===== config.mk =====
export PLATFORM = sky130hd
export DESIGN_NAME = idt_decode
export DESIGN_NICKNAME = d
export VERILOG_FILES = /design/src/idt_pkg.sv /design/src/idt_decode.sv
export SDC_FILE = /design/constraint.sdc
export NUM_CORES = 1
export LEC_CHECK = 0
export BUFFER_PORTS_ARGS = -buffer_cell sky130_fd_sc_hd__buf_2
export CORE_MARGIN = 2
export CORE_UTILIZATION = 40
export DETAILED_ROUTE_END_ITERATION = 10
export GPL_ROUTABILITY_DRIVEN = 0
export MAX_ROUTING_LAYER = met4
export PLACE_DENSITY = 0.66
export SLEW_MARGIN = 10
export SYNTH_ARGS = -nofsm -noshare
export SYNTH_HDL_FRONTEND = slang
export SYNTH_SLANG_ARGS = --single-unit
export TNS_END_PERCENT = 10

===== constraint.sdc =====
create_clock -name clk -period 8.81 [get_ports clk]
set_clock_uncertainty 0.2 [all_clocks]
set_input_delay 1.3215 -clock clk [delete_from_list [all_inputs] [get_ports clk]]
set_output_delay 1.3215 -clock clk [all_outputs]
set_load 0.01 [all_outputs]

===== src/idt_pkg.sv =====
// Package for the instruction decode and sequencing block
package idt_pkg;
   // Opcodes
   localparam logic [7:0] OP_DECREMENT_BRANCH_NONZERO_BASE = 8'hE8;
   localparam logic [7:0] OP_JB_BASE = 8'h12;
   localparam logic [7:0] OP_XRD_BASE = 8'h80;
   localparam logic [7:0] OP_XWR_BASE = 8'h90;
   localparam logic [7:0] OP_RET_ST = 8'h93;
   localparam logic [7:0] OP_LK3 = 8'hE3;
   localparam logic [7:0] OP_LKC = 8'hA3;
   localparam logic [7:0] OP_STIM_BASE = 8'hB0;
   localparam logic [7:0] OP_LDI_BASE = 8'hB8;
   localparam logic [7:0] OP_XCHI_BASE = 8'h20;
   localparam logic [7:0] OP_NIB_BASE = 8'h30;
   localparam logic [7:0] OP_RB0 = 8'hC5;
   localparam logic [7:0] OP_RB1 = 8'hD5;
   localparam logic [7:0] OP_MB0 = 8'hE5;
   localparam logic [7:0] OP_MB1 = 8'hF5;
   localparam logic [7:0] OP_CLKO = 8'h75;
   localparam logic [7:0] OP_STRT_T = 8'h55;
   localparam logic [7:0] OP_STRT_C = 8'h45;
   localparam logic [7:0] OP_STOP = 8'h65;
   localparam logic [7:0] OP_TIE_EN = 8'h25;
   localparam logic [7:0] OP_TIE_DIS = 8'h35;
   localparam logic [7:0] OP_CLR_C = 8'h97;
   localparam logic [7:0] OP_CPL_C = 8'hA7;
   localparam logic [7:0] OP_CLR_FA = 8'h85;
   localparam logic [7:0] OP_CPL_FA = 8'h95;
   localparam logic [7:0] OP_CLR_FB = 8'hA5;
   localparam logic [7:0] OP_CPL_FB = 8'hB5;
   localparam logic [7:0] OP_JFA = 8'hB6;
   localparam logic [7:0] OP_JFB = 8'h76;
   localparam logic [7:0] MASK_REG = 8'hF8;
   localparam logic [7:0] MASK_IND = 8'hFE;
   localparam logic [7:0] MASK_JB = 8'h1F;
   localparam logic [1:0] PAGE_THREE = 2'h3;
   localparam logic [7:0] BYTE_ONE = 8'h01;
   localparam logic [1:0] CYC_ONE = 2'h1;
   localparam logic [1:0] CYC_TWO = 2'h2;
   localparam logic [10:0] PC_RESET = 11'h000;
   localparam logic [3:0] STAT_RESET = 4'h0;

   typedef enum logic [1:0] {
      IDT_FETCH = 2'b00,
      IDT_SECOND = 2'b01
   } idt_state_e;

   // External data memory request
   typedef struct packed {
      logic rd;
      logic wr;
      logic [7:0] addr;
      logic [7:0] wdata;
   } idt_xmem_s;

   // Internal data memory request
   typedef struct packed {
      logic we;
      logic [5:0] addr;
      logic [7:0] wdata;
   } idt_imem_s;

   // Status of the decoder
   typedef struct packed {
      logic reg_bank;
      logic prog_bank;
      logic carry;
      logic user_flag_a;
      logic user_flag_b;
      logic clk_out_en;
      logic tmr_run;
      logic tmr_count_ext;
      logic tmr_int_en;
   } idt_stat_s;
endpackage


===== src/idt_decode.sv =====
// Instruction decoder and sequencer for the 8-bit microcomputer core
`timescale 1ns/100ps
module idt_decode
   import idt_pkg::*;
(
   input wire logic clk,
   input wire logic rst,
   input wire logic [7:0] prog_data,
   input wire logic [7:0] xmem_rdata,
   input wire logic [7:0] imem_rdata,
   input wire logic [10:0] stack_addr,
   input wire logic [3:0] stack_status,
   output logic [10:0] prog_addr,
   output idt_pkg::idt_xmem_s xmem,
   output idt_pkg::idt_imem_s imem,
   output logic stack_pop,
   output logic [7:0] acc,
   output idt_pkg::idt_stat_s stat,
   output logic instr_done,
   output logic [1:0] instr_cycles
);
   import idt_pkg::*;

   // ----------------------------------------
   // State
   // ----------------------------------------
   idt_state_e state;
   logic [10:0] pc;
   logic [7:0] opcode;
   logic [1:0] cyc_cnt;
   logic [7:0] regs [0:15];

   function automatic logic op_is(input logic [7:0] op, input logic [7:0] base,
                                  input logic [7:0] mask);
      op_is = (op & mask) == base;
   endfunction

   function automatic logic [3:0] reg_index(input logic bank, input logic [2:0] r);
      reg_index = {bank, r};
   endfunction

   // ----------------------------------------
   // Decode of the fetched byte
   // ----------------------------------------
   wire logic [7:0] op = (state == IDT_FETCH) ? prog_data : opcode;
   wire logic is_decrement_branch_nonzero = op_is(op, OP_DECREMENT_BRANCH_NONZERO_BASE, MASK_REG);
   wire logic is_jb = op_is(op, OP_JB_BASE, MASK_JB);
   wire logic is_xrd = op_is(op, OP_XRD_BASE, MASK_IND);
   wire logic is_xwr = op_is(op, OP_XWR_BASE, MASK_IND);
   wire logic is_ret = op == OP_RET_ST;
   wire logic is_lk3 = op == OP_LK3;
   wire logic is_lkc = op == OP_LKC;
   wire logic is_stim = op_is(op, OP_STIM_BASE, MASK_IND);
   wire logic is_ldi = op_is(op, OP_LDI_BASE, MASK_REG);
   wire logic is_xchi = op_is(op, OP_XCHI_BASE, MASK_IND);
   wire logic is_nib = op_is(op, OP_NIB_BASE, MASK_IND);
   wire logic is_jfa = op == OP_JFA;
   wire logic is_jfb = op == OP_JFB;
   wire logic two_byte = is_decrement_branch_nonzero | is_jb | is_stim | is_ldi | is_jfa | is_jfb;
   wire logic two_cyc = two_byte | is_xrd | is_xwr | is_ret | is_lk3 | is_lkc;
   wire logic [3:0] sel_reg = reg_index(stat.reg_bank, op[2:0]);
   wire logic [3:0] ptr_reg = reg_index(stat.reg_bank, {2'b00, op[0]});
   wire logic [7:0] ptr_val = regs[ptr_reg];
   wire logic [7:0] dec_val = regs[sel_reg] - BYTE_ONE;
   wire logic in_second = state == IDT_SECOND;
   // Branch target keeps bank and page bits; byte two supplies the low byte
   wire logic take_branch = (is_decrement_branch_nonzero & (dec_val != 8'h00))
                          | (is_jb & acc[opcode[7:5]])
                          | (is_jfa & stat.user_flag_a) | (is_jfb & stat.user_flag_b);
   // Lookups place the accumulator in the low byte of the selected page
   wire logic [10:0] lookup_addr = is_lk3 ? {1'b0, PAGE_THREE, acc}
                                          : {pc[10:8], acc};

   // ----------------------------------------
   // Program sequencing
   // ----------------------------------------
   logic [10:0] next_pc;
   always_comb
   begin
      next_pc = pc + 11'h001;
      if (in_second && is_ret)
         next_pc = stack_addr;
      else if (in_second && (is_lk3 || is_lkc || is_xrd || is_xwr))
         next_pc = pc;
      else if (in_second && take_branch)
         next_pc = {pc[10:8], prog_data};
   end

   assign prog_addr = (in_second && (is_lk3 || is_lkc)) ? lookup_addr : pc;
   assign stack_pop = in_second && is_ret;
   assign instr_done = (state == IDT_FETCH) ? !two_cyc : 1'b1;
   assign instr_cycles = cyc_cnt;

   // External memory strobes in the second cycle only
   assign xmem.rd = in_second && is_xrd;
   assign xmem.wr = in_second && is_xwr;
   assign xmem.addr = ptr_val;
   assign xmem.wdata = acc;

   // Internal data memory: immediate store, exchange, nibble exchange
   assign imem.addr = ptr_val[5:0];
   assign imem.we = (in_second && is_stim) || (!in_second && (is_xchi || is_nib));
   assign imem.wdata = is_stim ? prog_data
                     : is_nib ? {imem_rdata[7:4], acc[3:0]} : acc;

   always_ff @(posedge clk)
   begin
      if (rst)
      begin
         state <= IDT_FETCH;
         pc <= PC_RESET;
         opcode <= 8'h00;
         cyc_cnt <= 2'h0;
         acc <= 8'h00;
         stat <= '0;
      end
      else
      begin
         pc <= next_pc;
         if (state == IDT_FETCH)
         begin
            opcode <= prog_data;
            cyc_cnt <= two_cyc ? CYC_TWO : CYC_ONE;
            state <= two_cyc ? IDT_SECOND : IDT_FETCH;
            if (is_xchi)
               acc <= imem_rdata;
            if (is_nib)
               acc <= {acc[7:4], imem_rdata[3:0]};
            case (prog_data)
               OP_RB0: stat.reg_bank <= 1'b0;
               OP_RB1: stat.reg_bank <= 1'b1;
               OP_MB0: stat.prog_bank <= 1'b0;
               OP_MB1: stat.prog_bank <= 1'b1;
               OP_CLKO: stat.clk_out_en <= 1'b1;
               OP_STRT_T:
               begin
                  stat.tmr_run <= 1'b1;
                  stat.tmr_count_ext <= 1'b0;
               end
               OP_STRT_C:
               begin
                  stat.tmr_run <= 1'b1;
                  stat.tmr_count_ext <= 1'b1;
               end
               OP_STOP: stat.tmr_run <= 1'b0;
               OP_TIE_EN: stat.tmr_int_en <= 1'b1;
               OP_TIE_DIS: stat.tmr_int_en <= 1'b0;
               OP_CLR_C: stat.carry <= 1'b0;
               OP_CPL_C: stat.carry <= !stat.carry;
               OP_CLR_FA: stat.user_flag_a <= 1'b0;
               OP_CPL_FA: stat.user_flag_a <= !stat.user_flag_a;
               OP_CLR_FB: stat.user_flag_b <= 1'b0;
               OP_CPL_FB: stat.user_flag_b <= !stat.user_flag_b;
               default: stat <= stat;
            endcase
         end
         else
         begin
            state <= IDT_FETCH;
            if (is_xrd)
               acc <= xmem_rdata;
            if (is_lk3 || is_lkc)
               acc <= prog_data;
            if (is_ret)
            begin
               // Restores carry, both flags and register bank
               stat.carry <= stack_status[3];
               stat.user_flag_a <= stack_status[2];
               stat.reg_bank <= stack_status[1];
               stat.user_flag_b <= stack_status[0];
            end
         end
      end
   end

   // Register file has no reset; software loads before use
   always_ff @(posedge clk)
   begin
      if (!rst && in_second && is_decrement_branch_nonzero)
         regs[sel_reg] <= dec_val;
      if (!rst && in_second && is_ldi)
         regs[sel_reg] <= prog_data;
   end

   // ----------------------------------------
   // Assertions
   // ----------------------------------------
   a_two_cycle_len: assert property (@(posedge clk) disable iff (rst)
      (state == IDT_FETCH && two_cyc) |=> (in_second && instr_done) ##1 state == IDT_FETCH)
      else $error("two-cycle instruction length wrong");
   a_xrd_strobe: assert property (@(posedge clk) disable iff (rst)
      (state == IDT_FETCH && is_xrd) |=> xmem.rd ##1 !xmem.rd)
      else $error("external read strobe wrong");
   a_xwr_strobe: assert property (@(posedge clk) disable iff (rst)
      (state == IDT_FETCH && is_xwr) |=> xmem.wr && xmem.wdata == acc)
      else $error("external write strobe wrong");
   a_one_cycle: assert property (@(posedge clk) disable iff (rst)
      (state == IDT_FETCH && prog_data == OP_STOP) |-> instr_done ##1 !stat.tmr_run)
      else $error("stop not single cycle");
   a_count_src: assert property (@(posedge clk) disable iff (rst)
      (state == IDT_FETCH && prog_data == OP_STRT_C) |=> stat.tmr_count_ext && stat.tmr_run)
      else $error("counter source not external");
   a_bank_sel: assert property (@(posedge clk) disable iff (rst)
      (state == IDT_FETCH && prog_data == OP_RB1) |=> stat.reg_bank)
      else $error("register bank not selected");
   a_clk_out: assert property (@(posedge clk) disable iff (rst)
      (state == IDT_FETCH && prog_data == OP_CLKO) |=> stat.clk_out_en)
      else $error("clock output not enabled");
   a_ret_pop: assert property (@(posedge clk) disable iff (rst)
      (in_second && is_ret) |=> pc == $past(stack_addr))
      else $error("return address not restored");
   a_lookup3: assert property (@(posedge clk) disable iff (rst)
      (in_second && is_lk3) |-> prog_addr[9:8] == PAGE_THREE && prog_addr[7:0] == acc)
      else $error("page three lookup address wrong");

   // ----------------------------------------
   // Assertions per instruction group
   // ----------------------------------------
   a_decrement_branch_nonzero_taken: assert property (@(posedge clk) disable iff (rst)
      (in_second && is_decrement_branch_nonzero && dec_val != 8'h00) |=> pc == $past({pc[10:8], prog_data}))
      else $error("decrement branch target wrong");
   a_decrement_branch_nonzero_fall: assert property (@(posedge clk) disable iff (rst)
      (in_second && is_decrement_branch_nonzero && dec_val == 8'h00) |=> pc == $past(pc) + 11'h001)
      else $error("decrement branch fall through wrong");
   a_decrement_branch_nonzero_dec: assert property (@(posedge clk) disable iff (rst)
      (in_second && is_decrement_branch_nonzero) |=> regs[$past(sel_reg)] == $past(dec_val))
      else $error("decrement branch register not decremented");
   a_jb_taken: assert property (@(posedge clk) disable iff (rst)
      (in_second && is_jb && acc[opcode[7:5]]) |=> pc == $past({pc[10:8], prog_data}))
      else $error("accumulator bit branch not taken");
   a_jb_fall: assert property (@(posedge clk) disable iff (rst)
      (in_second && is_jb && !acc[opcode[7:5]]) |=> pc == $past(pc) + 11'h001)
      else $error("accumulator bit branch taken on clear bit");
   a_xrd_data: assert property (@(posedge clk) disable iff (rst)
      (in_second && is_xrd) |=> acc == $past(xmem_rdata))
      else $error("external read data not loaded");
   a_xwr_once: assert property (@(posedge clk) disable iff (rst)
      (state == IDT_FETCH && is_xwr) |=> xmem.wr ##1 !xmem.wr)
      else $error("external write strobe length wrong");
   a_ret_status: assert property (@(posedge clk) disable iff (rst)
      (in_second && is_ret) |=> stat.carry == $past(stack_status[3])
         && stat.reg_bank == $past(stack_status[1]))
      else $error("return did not restore status");
   a_ret_pop_len: assert property (@(posedge clk) disable iff (rst)
      (state == IDT_FETCH && is_ret) |=> stack_pop ##1 !stack_pop)
      else $error("stack pop pulse wrong");
   a_lk3_data: assert property (@(posedge clk) disable iff (rst)
      (in_second && is_lk3) |=> acc == $past(prog_data))
      else $error("page three lookup data not loaded");
   a_lkc_addr: assert property (@(posedge clk) disable iff (rst)
      (in_second && is_lkc) |-> prog_addr == {pc[10:8], acc})
      else $error("current page lookup address wrong");
   a_lkc_data: assert property (@(posedge clk) disable iff (rst)
      (in_second && is_lkc) |=> acc == $past(prog_data))
      else $error("current page lookup data not loaded");
   a_stim_write: assert property (@(posedge clk) disable iff (rst)
      (in_second && is_stim) |-> imem.we && imem.wdata == prog_data)
      else $error("immediate store to data memory wrong");
   a_ldi_write: assert property (@(posedge clk) disable iff (rst)
      (in_second && is_ldi) |=> regs[$past(sel_reg)] == $past(prog_data))
      else $error("immediate not loaded into register");
   a_xchg_acc: assert property (@(posedge clk) disable iff (rst)
      (state == IDT_FETCH && is_xchi) |-> instr_done && imem.we ##1 acc == $past(imem_rdata))
      else $error("exchange with data memory wrong");
   a_nibble_xchg: assert property (@(posedge clk) disable iff (rst)
      (state == IDT_FETCH && is_nib) |=> acc[7:4] == $past(acc[7:4])
         && acc[3:0] == $past(imem_rdata[3:0]))
      else $error("nibble exchange wrong");
   a_bank_zero: assert property (@(posedge clk) disable iff (rst)
      (state == IDT_FETCH && prog_data == OP_RB0) |=> !stat.reg_bank)
      else $error("register bank zero not selected");
   a_prog_bank_one: assert property (@(posedge clk) disable iff (rst)
      (state == IDT_FETCH && prog_data == OP_MB1) |=> stat.prog_bank)
      else $error("program bank one not selected");
   a_prog_bank_zero: assert property (@(posedge clk) disable iff (rst)
      (state == IDT_FETCH && prog_data == OP_MB0) |=> !stat.prog_bank)
      else $error("program bank zero not selected");
   a_timer_src: assert property (@(posedge clk) disable iff (rst)
      (state == IDT_FETCH && prog_data == OP_STRT_T) |=> stat.tmr_run && !stat.tmr_count_ext)
      else $error("timer start source wrong");
   a_tie_en: assert property (@(posedge clk) disable iff (rst)
      (state == IDT_FETCH && prog_data == OP_TIE_EN) |=> stat.tmr_int_en)
      else $error("timer interrupt not enabled");
   a_tie_dis: assert property (@(posedge clk) disable iff (rst)
      (state == IDT_FETCH && prog_data == OP_TIE_DIS) |=> !stat.tmr_int_en)
      else $error("timer interrupt not disabled");
   a_carry_clr: assert property (@(posedge clk) disable iff (rst)
      (state == IDT_FETCH && prog_data == OP_CLR_C) |=> !stat.carry)
      else $error("carry not cleared");
   a_carry_cpl: assert property (@(posedge clk) disable iff (rst)
      (state == IDT_FETCH && prog_data == OP_CPL_C) |=> stat.carry != $past(stat.carry))
      else $error("carry not complemented");
   a_flag_a_cpl: assert property (@(posedge clk) disable iff (rst)
      (state == IDT_FETCH && prog_data == OP_CPL_FA)
         |=> stat.user_flag_a != $past(stat.user_flag_a))
      else $error("user flag a not complemented");
   a_flag_b_cpl: assert property (@(posedge clk) disable iff (rst)
      (state == IDT_FETCH && prog_data == OP_CPL_FB)
         |=> stat.user_flag_b != $past(stat.user_flag_b))
      else $error("user flag b not complemented");
   a_flag_jump: assert property (@(posedge clk) disable iff (rst)
      (in_second && is_jfa && stat.user_flag_a) |=> pc == $past({pc[10:8], prog_data}))
      else $error("user flag jump not taken");
   a_one_byte_len: assert property (@(posedge clk) disable iff (rst)
      (state == IDT_FETCH && !two_cyc) |-> instr_done ##1 state == IDT_FETCH)
      else $error("single cycle instruction length wrong");
   a_cycle_two: assert property (@(posedge clk) disable iff (rst)
      (state == IDT_FETCH && two_cyc) |=> instr_cycles == CYC_TWO)
      else $error("two cycle count not reported");
   a_cycle_one: assert property (@(posedge clk) disable iff (rst)
      (state == IDT_FETCH && !two_cyc) |=> instr_cycles == CYC_ONE)
      else $error("one cycle count not reported");
endmodule


# == Yosys cells after proc, flatten, opt, wreduce, memory -nomap -nowiden ==
# Memory sizes are Yosys's and may differ from the RTL's.
# Cells that the tools add are included.
# word_totals
ff_bits,40
ram_bits,128
inputBits,41
word_cells,157
n_memories,1
# memory_table
memory,depth,word_bits,read_ports,rd_clocked_by_memory_dff,wr,line,rtl
regs,16,8,2,0,1,idt_decode.sv:31,logic [7:0] regs [0:15];
# classes
addsub,2
order_cmp,1
eq_ne,39
mux,35
bitwise_logic,19
reduce_logical,44
# ops
operator,count
$eq 8x8->1 const B,14
$mux 8,9
$mux 11,5
$eq 8x7->1 const B,5
$reduce_and 2->1,11
$eq 7x7->1 const B,3
$eq 8x6->1 const B,2
$pmux 1 s2,8
$eq 5x5->1 const B,3
$eq 7x5->1 const B,2
$or 1x1->1,14
$ne 3x1->1 const B,4
$add 11x1->11 const B,1
$logic_and 1x1->1,11
$reduce_bool 2->1,5
$mux 1,9
$ne 2x2->1 const B,4
$reduce_bool 8->1,1
$sub 8x1->8 const B,1
$logic_not 1->1,6
$mux 3,2
$logic_or 1x1->1,5
$and 1x1->1,4
$lt 3x4->1 const B,1
9 further kinds,10

# == Depth between registers and ports, before layout ==
# depth
word_depth,15
mapped_depth,16
ltp_nobuf,13

# == Least setup slack after synthesis ==
# Ideal clock, no wire load.
# synth_timing
kind,input to output
startpoint,input prog_data[5]
endpoint,output prog_addr[10]
t_arrival_ns,3.514
required_time_ns,7.289
slack_ns,3.775
stages,9
path_cell_list,clkbuf_1 > nor2b_1 > a21oi_1 > or3b_2 > nor4_1 > buf_2 > and2_1 > clkbuf_1 > a21boi_0
# synth_via
elab_chain_cells,5
# synth_lines
element,line,rtl
"start, declared",idt_decode.sv:8,"input wire logic [7:0] prog_data,"
$mux 8 *,--,
"$eq 8x8->1, on equally long branches","idt_decode.sv:51, idt_decode.sv:52",
$logic_or 1x1->1,idt_decode.sv:89,assign prog_addr = (in_second && (is_lk3 || is_lkc)) ? lookup_addr : pc;
$logic_and 1x1->1,idt_decode.sv:89,
$mux 11 *,idt_decode.sv:89,
"end, declared",idt_decode.sv:13,"output logic [10:0] prog_addr,"
# Every way passes the cells marked *; elsewhere a longest branch is shown, timed or not.

==> metrics.txt <==
Placed Cells incl. Taps=just over 1000; starting density of the core=40.83%; Vias per Instance=between 5 and 6; Tcrit/Tclk final=about 58%; Mapped Area=8262 um^2; hold_sp=instr_cycles[1]; Crit-path slowest cell=or3_1; Synth area leaders=edfxtp_1 (47%), dfxtp_1 (9.5%), mux4_2 (6.8%); DP Worst Slack=3.454 ns; clock-pin slew of the registers on the worst-case setup and hold paths=0.06 ns; yosys synthesis warning count=0; CTS Buffer Depth=2; Worst-Margin Slew=1.172 ns; fmax=between 0.15 and 0.2 GHz; status=completed; CTS tree=done; crit path launch=state[0]; flop2flop setup slack=roughly 4.1 ns; # port buffers=about 110; Post-route DRC=0; Seq pwr share=50.0%; Cell Int Power=around 1.3 mW; Total Die Area=21820 um^2; setup repair bufs after CTS=0; number of flops mapped to enable cells by yosys=~130; share of layout cells above drive strength 1=between 20% and 30%; Register-to-Register Path Depth=15; # IOs=around 110; Post-Route WL=around 22 mm; first-pass GRT wire length=around 33 mm; post-synthesis register bit count=approximately 170; Psw=between 0.4 and 0.5 mW; post-synthesis sequential area ratio=a little under three fifths; slew margin rel.=between 20% and 30%; clock network fraction of design power=between 30 and 40%; hold buffers post-CTS=0; CTS resizes=0; clk_lat worst skew=between 0.4 and 0.5 ns; Detailed Routing Iterations Pass 1=5; Nets=between 800 and 900; total grt overflow=0; Req. time, crit path=7.29 ns; Pwr Density=187.8 nW/um^2; unrepaired setup endpoints after global routing=no; Slew Limit Fails=0; wl on met1=between 9 and 10 mm; Synth cell types=66; number of fill cells=roughly 1800; async set-reset flop share out of synthesis=0%; Reg2Reg Launch Point=state[0]; Max FO, Critical Path=47; Hold Crit Class=register to register; antenna diode count=0; worst setup margin=~3.7 ns; arrival time worst endpoint=between 3 and 4 ns; crit start category=register; depth of the CTS H-tree=4; post-synth top area share=46.52%; worst vdd ir=between 0.0001 and 0.00015 V; Worst Setup Path Type=register to output pin; cell taking the most area after synthesis=edfxtp_1; hold depth=2; post-synthesis net count=between 700 and 800; core area=about 20000 um^2; Die X=around 150 um; MaxCap Viol Count=0; ANT nets after route=0; CP cell instances=buf_4 > clkinv_1 > or3_1 > o31a_1 > nor2_1 > nand3_1 > mux2_2 > buf_2; clk root buf=clkbuf_16; All-Layer GR Usage=20.78%; met2 wire len=10.18 mm; Synth Instances=690; Post-synth top cells=edfxtp_1 (128), nand2_1 (79), nor2_1 (73); Row Count=52; leakage power=roughly 3.4 nW; vias=~6000; Synth Area per Inst=between 10 and 15 um^2; violation count after the first detailed-route iteration=500; setup_tns=0 ns; met3 wire length=about 1.6 mm; most frequent cell after synthesis=edfxtp_1; Final Hold Vio Count=0; Main synth FF type=edfxtp_1; number of global-route vias before repair=around 5600; Highest Signal Layer=met4; die height=around 150 um; Logic pwr share=roughly 12%; initial antenna violation count=0; Sink Count=roughly 170; DR WL/cell=about 21 um; largest net degree at the start of global routing=48; # setup viols final=0; post-layout min period=approximately 5 ns; Area Growth Syn to Fin=14.93%; hpwl dp=approximately 15 mm; Worst Setup End Kind=output pin; CTS Buf Count=17; fin cells=roughly 1100; sw frac=roughly 25%; CP max stage delay=between 0.4 and 0.5 ns
## final timing paths
path,endpoint
max reg2reg,pc[0]
max,imem[3]
min,instr_cycles[1]
min reg2reg,instr_cycles[1]
## stage by stage
stage          power, mW  hold slack (ns)  utilization (%)  cell area (um^2)
2_1_floorplan      1.044           0.2863                -              8262
3_3_place_gp       1.110           0.2505            44.26              8956
3_5_place_dp       1.113           0.2535            44.26              8956
4_1_cts            1.793           0.2631            46.91              9492
5_1_grt            1.845           0.3176            46.93              9495
6_report           1.784           0.2625            46.93              9495
## worst max-delay path: cells and delay by family, from the launching register on
family                 cells  cell delay [ns]
and+or+nand+nor            3             1.18
buffers and inverters      3             1.05
muxes                      1             0.46
DFF                        1             0.31
AOI/OAI and AO/OA          1             0.17
## state kept, by name (all words and copies together) (netlist names)
register      cells
regs            128
pc               11
stat              9
acc               8
opcode            8
instr_cycles      2
state             1
## power by group through the flow
stage                     Combinational [mW]  Clock, mW  Sequential [mW]
after floorplan                        0.138          0            0.906
after global placement                 0.202          0            0.908
after detailed placement               0.204          0            0.908
after CTS                              0.205      0.696            0.891
after global routing                   0.226      0.728            0.892
final                                  0.206      0.687            0.891
## cells in the final DEF (no fill, tap or decap), types with 4 or more instances in the layout
master / n
a211o_1: 8
a211oi_1: 5
a21oi_1: 29
a22oi_1: 11
a31oi_1: 8
a32o_1: 4
and2_1: 4
and3_1: 10
buf_2: 105
buf_4: 10
clkbuf_16: 17
clkinv_1: 4
clkinvlp_4: 5
dfxtp_1: 38
edfxtp_1: 128
inv_1: 7
mux2_2: 9
mux2_4: 4
mux2i_1: 46
mux4_2: 25
nand2_1: 79
nand2b_1: 6
nand3_1: 28
nor2_1: 73
nor3_1: 14
o21ai_0: 17
o22ai_1: 9
or3_1: 5
xnor2_1: 11
## area by class of cell
| class | instances | area (um^2) | share of cell area, % |
|---|---|---|---|
| clock inverter | 12 | 106.4 | 1.120 |
| tap | 270 | 337.8 | 3.558 |
| sequential | 167 | 4626 | 48.72 |
| inverter | 10 | 37.54 | 0.3953 |
| multi-input combinational | 462 | 3358 | 35.37 |
| timing repair buffer | 115 | 600.6 | 6.325 |
| clock buffer | 18 | 429.2 | 4.520 |
## kinds of logic (layout without fill, tap and decap cells)
| kind of cell | count (synthesis) | after routing | synth area share, % |
|---|---|---|---|
| buf+inv | 61 | 155 | 3.771 |
| fa+ha+maj | 3 | 3 | 0.4544 |
| simple gates | 243 | 243 | 14.02 |
| flops | 167 | 167 | 55.97 |
| mux | 87 | 87 | 14.90 |
| xor+xnor | 14 | 14 | 1.484 |
| compound gates | 115 | 115 | 9.390 |
## routing by layer
| layer | global-route usage, % | up-vias |
|---|---|---|
| met3 | 4.074 | 48 |
| met1 | 27.69 | 2893 |
| met5 | - | - |
| met2 | 32.09 | 272 |
| met4 | 7.019 | 0 |
| li1 | - | 2760 |
Power figures use the tool's default switching activity.
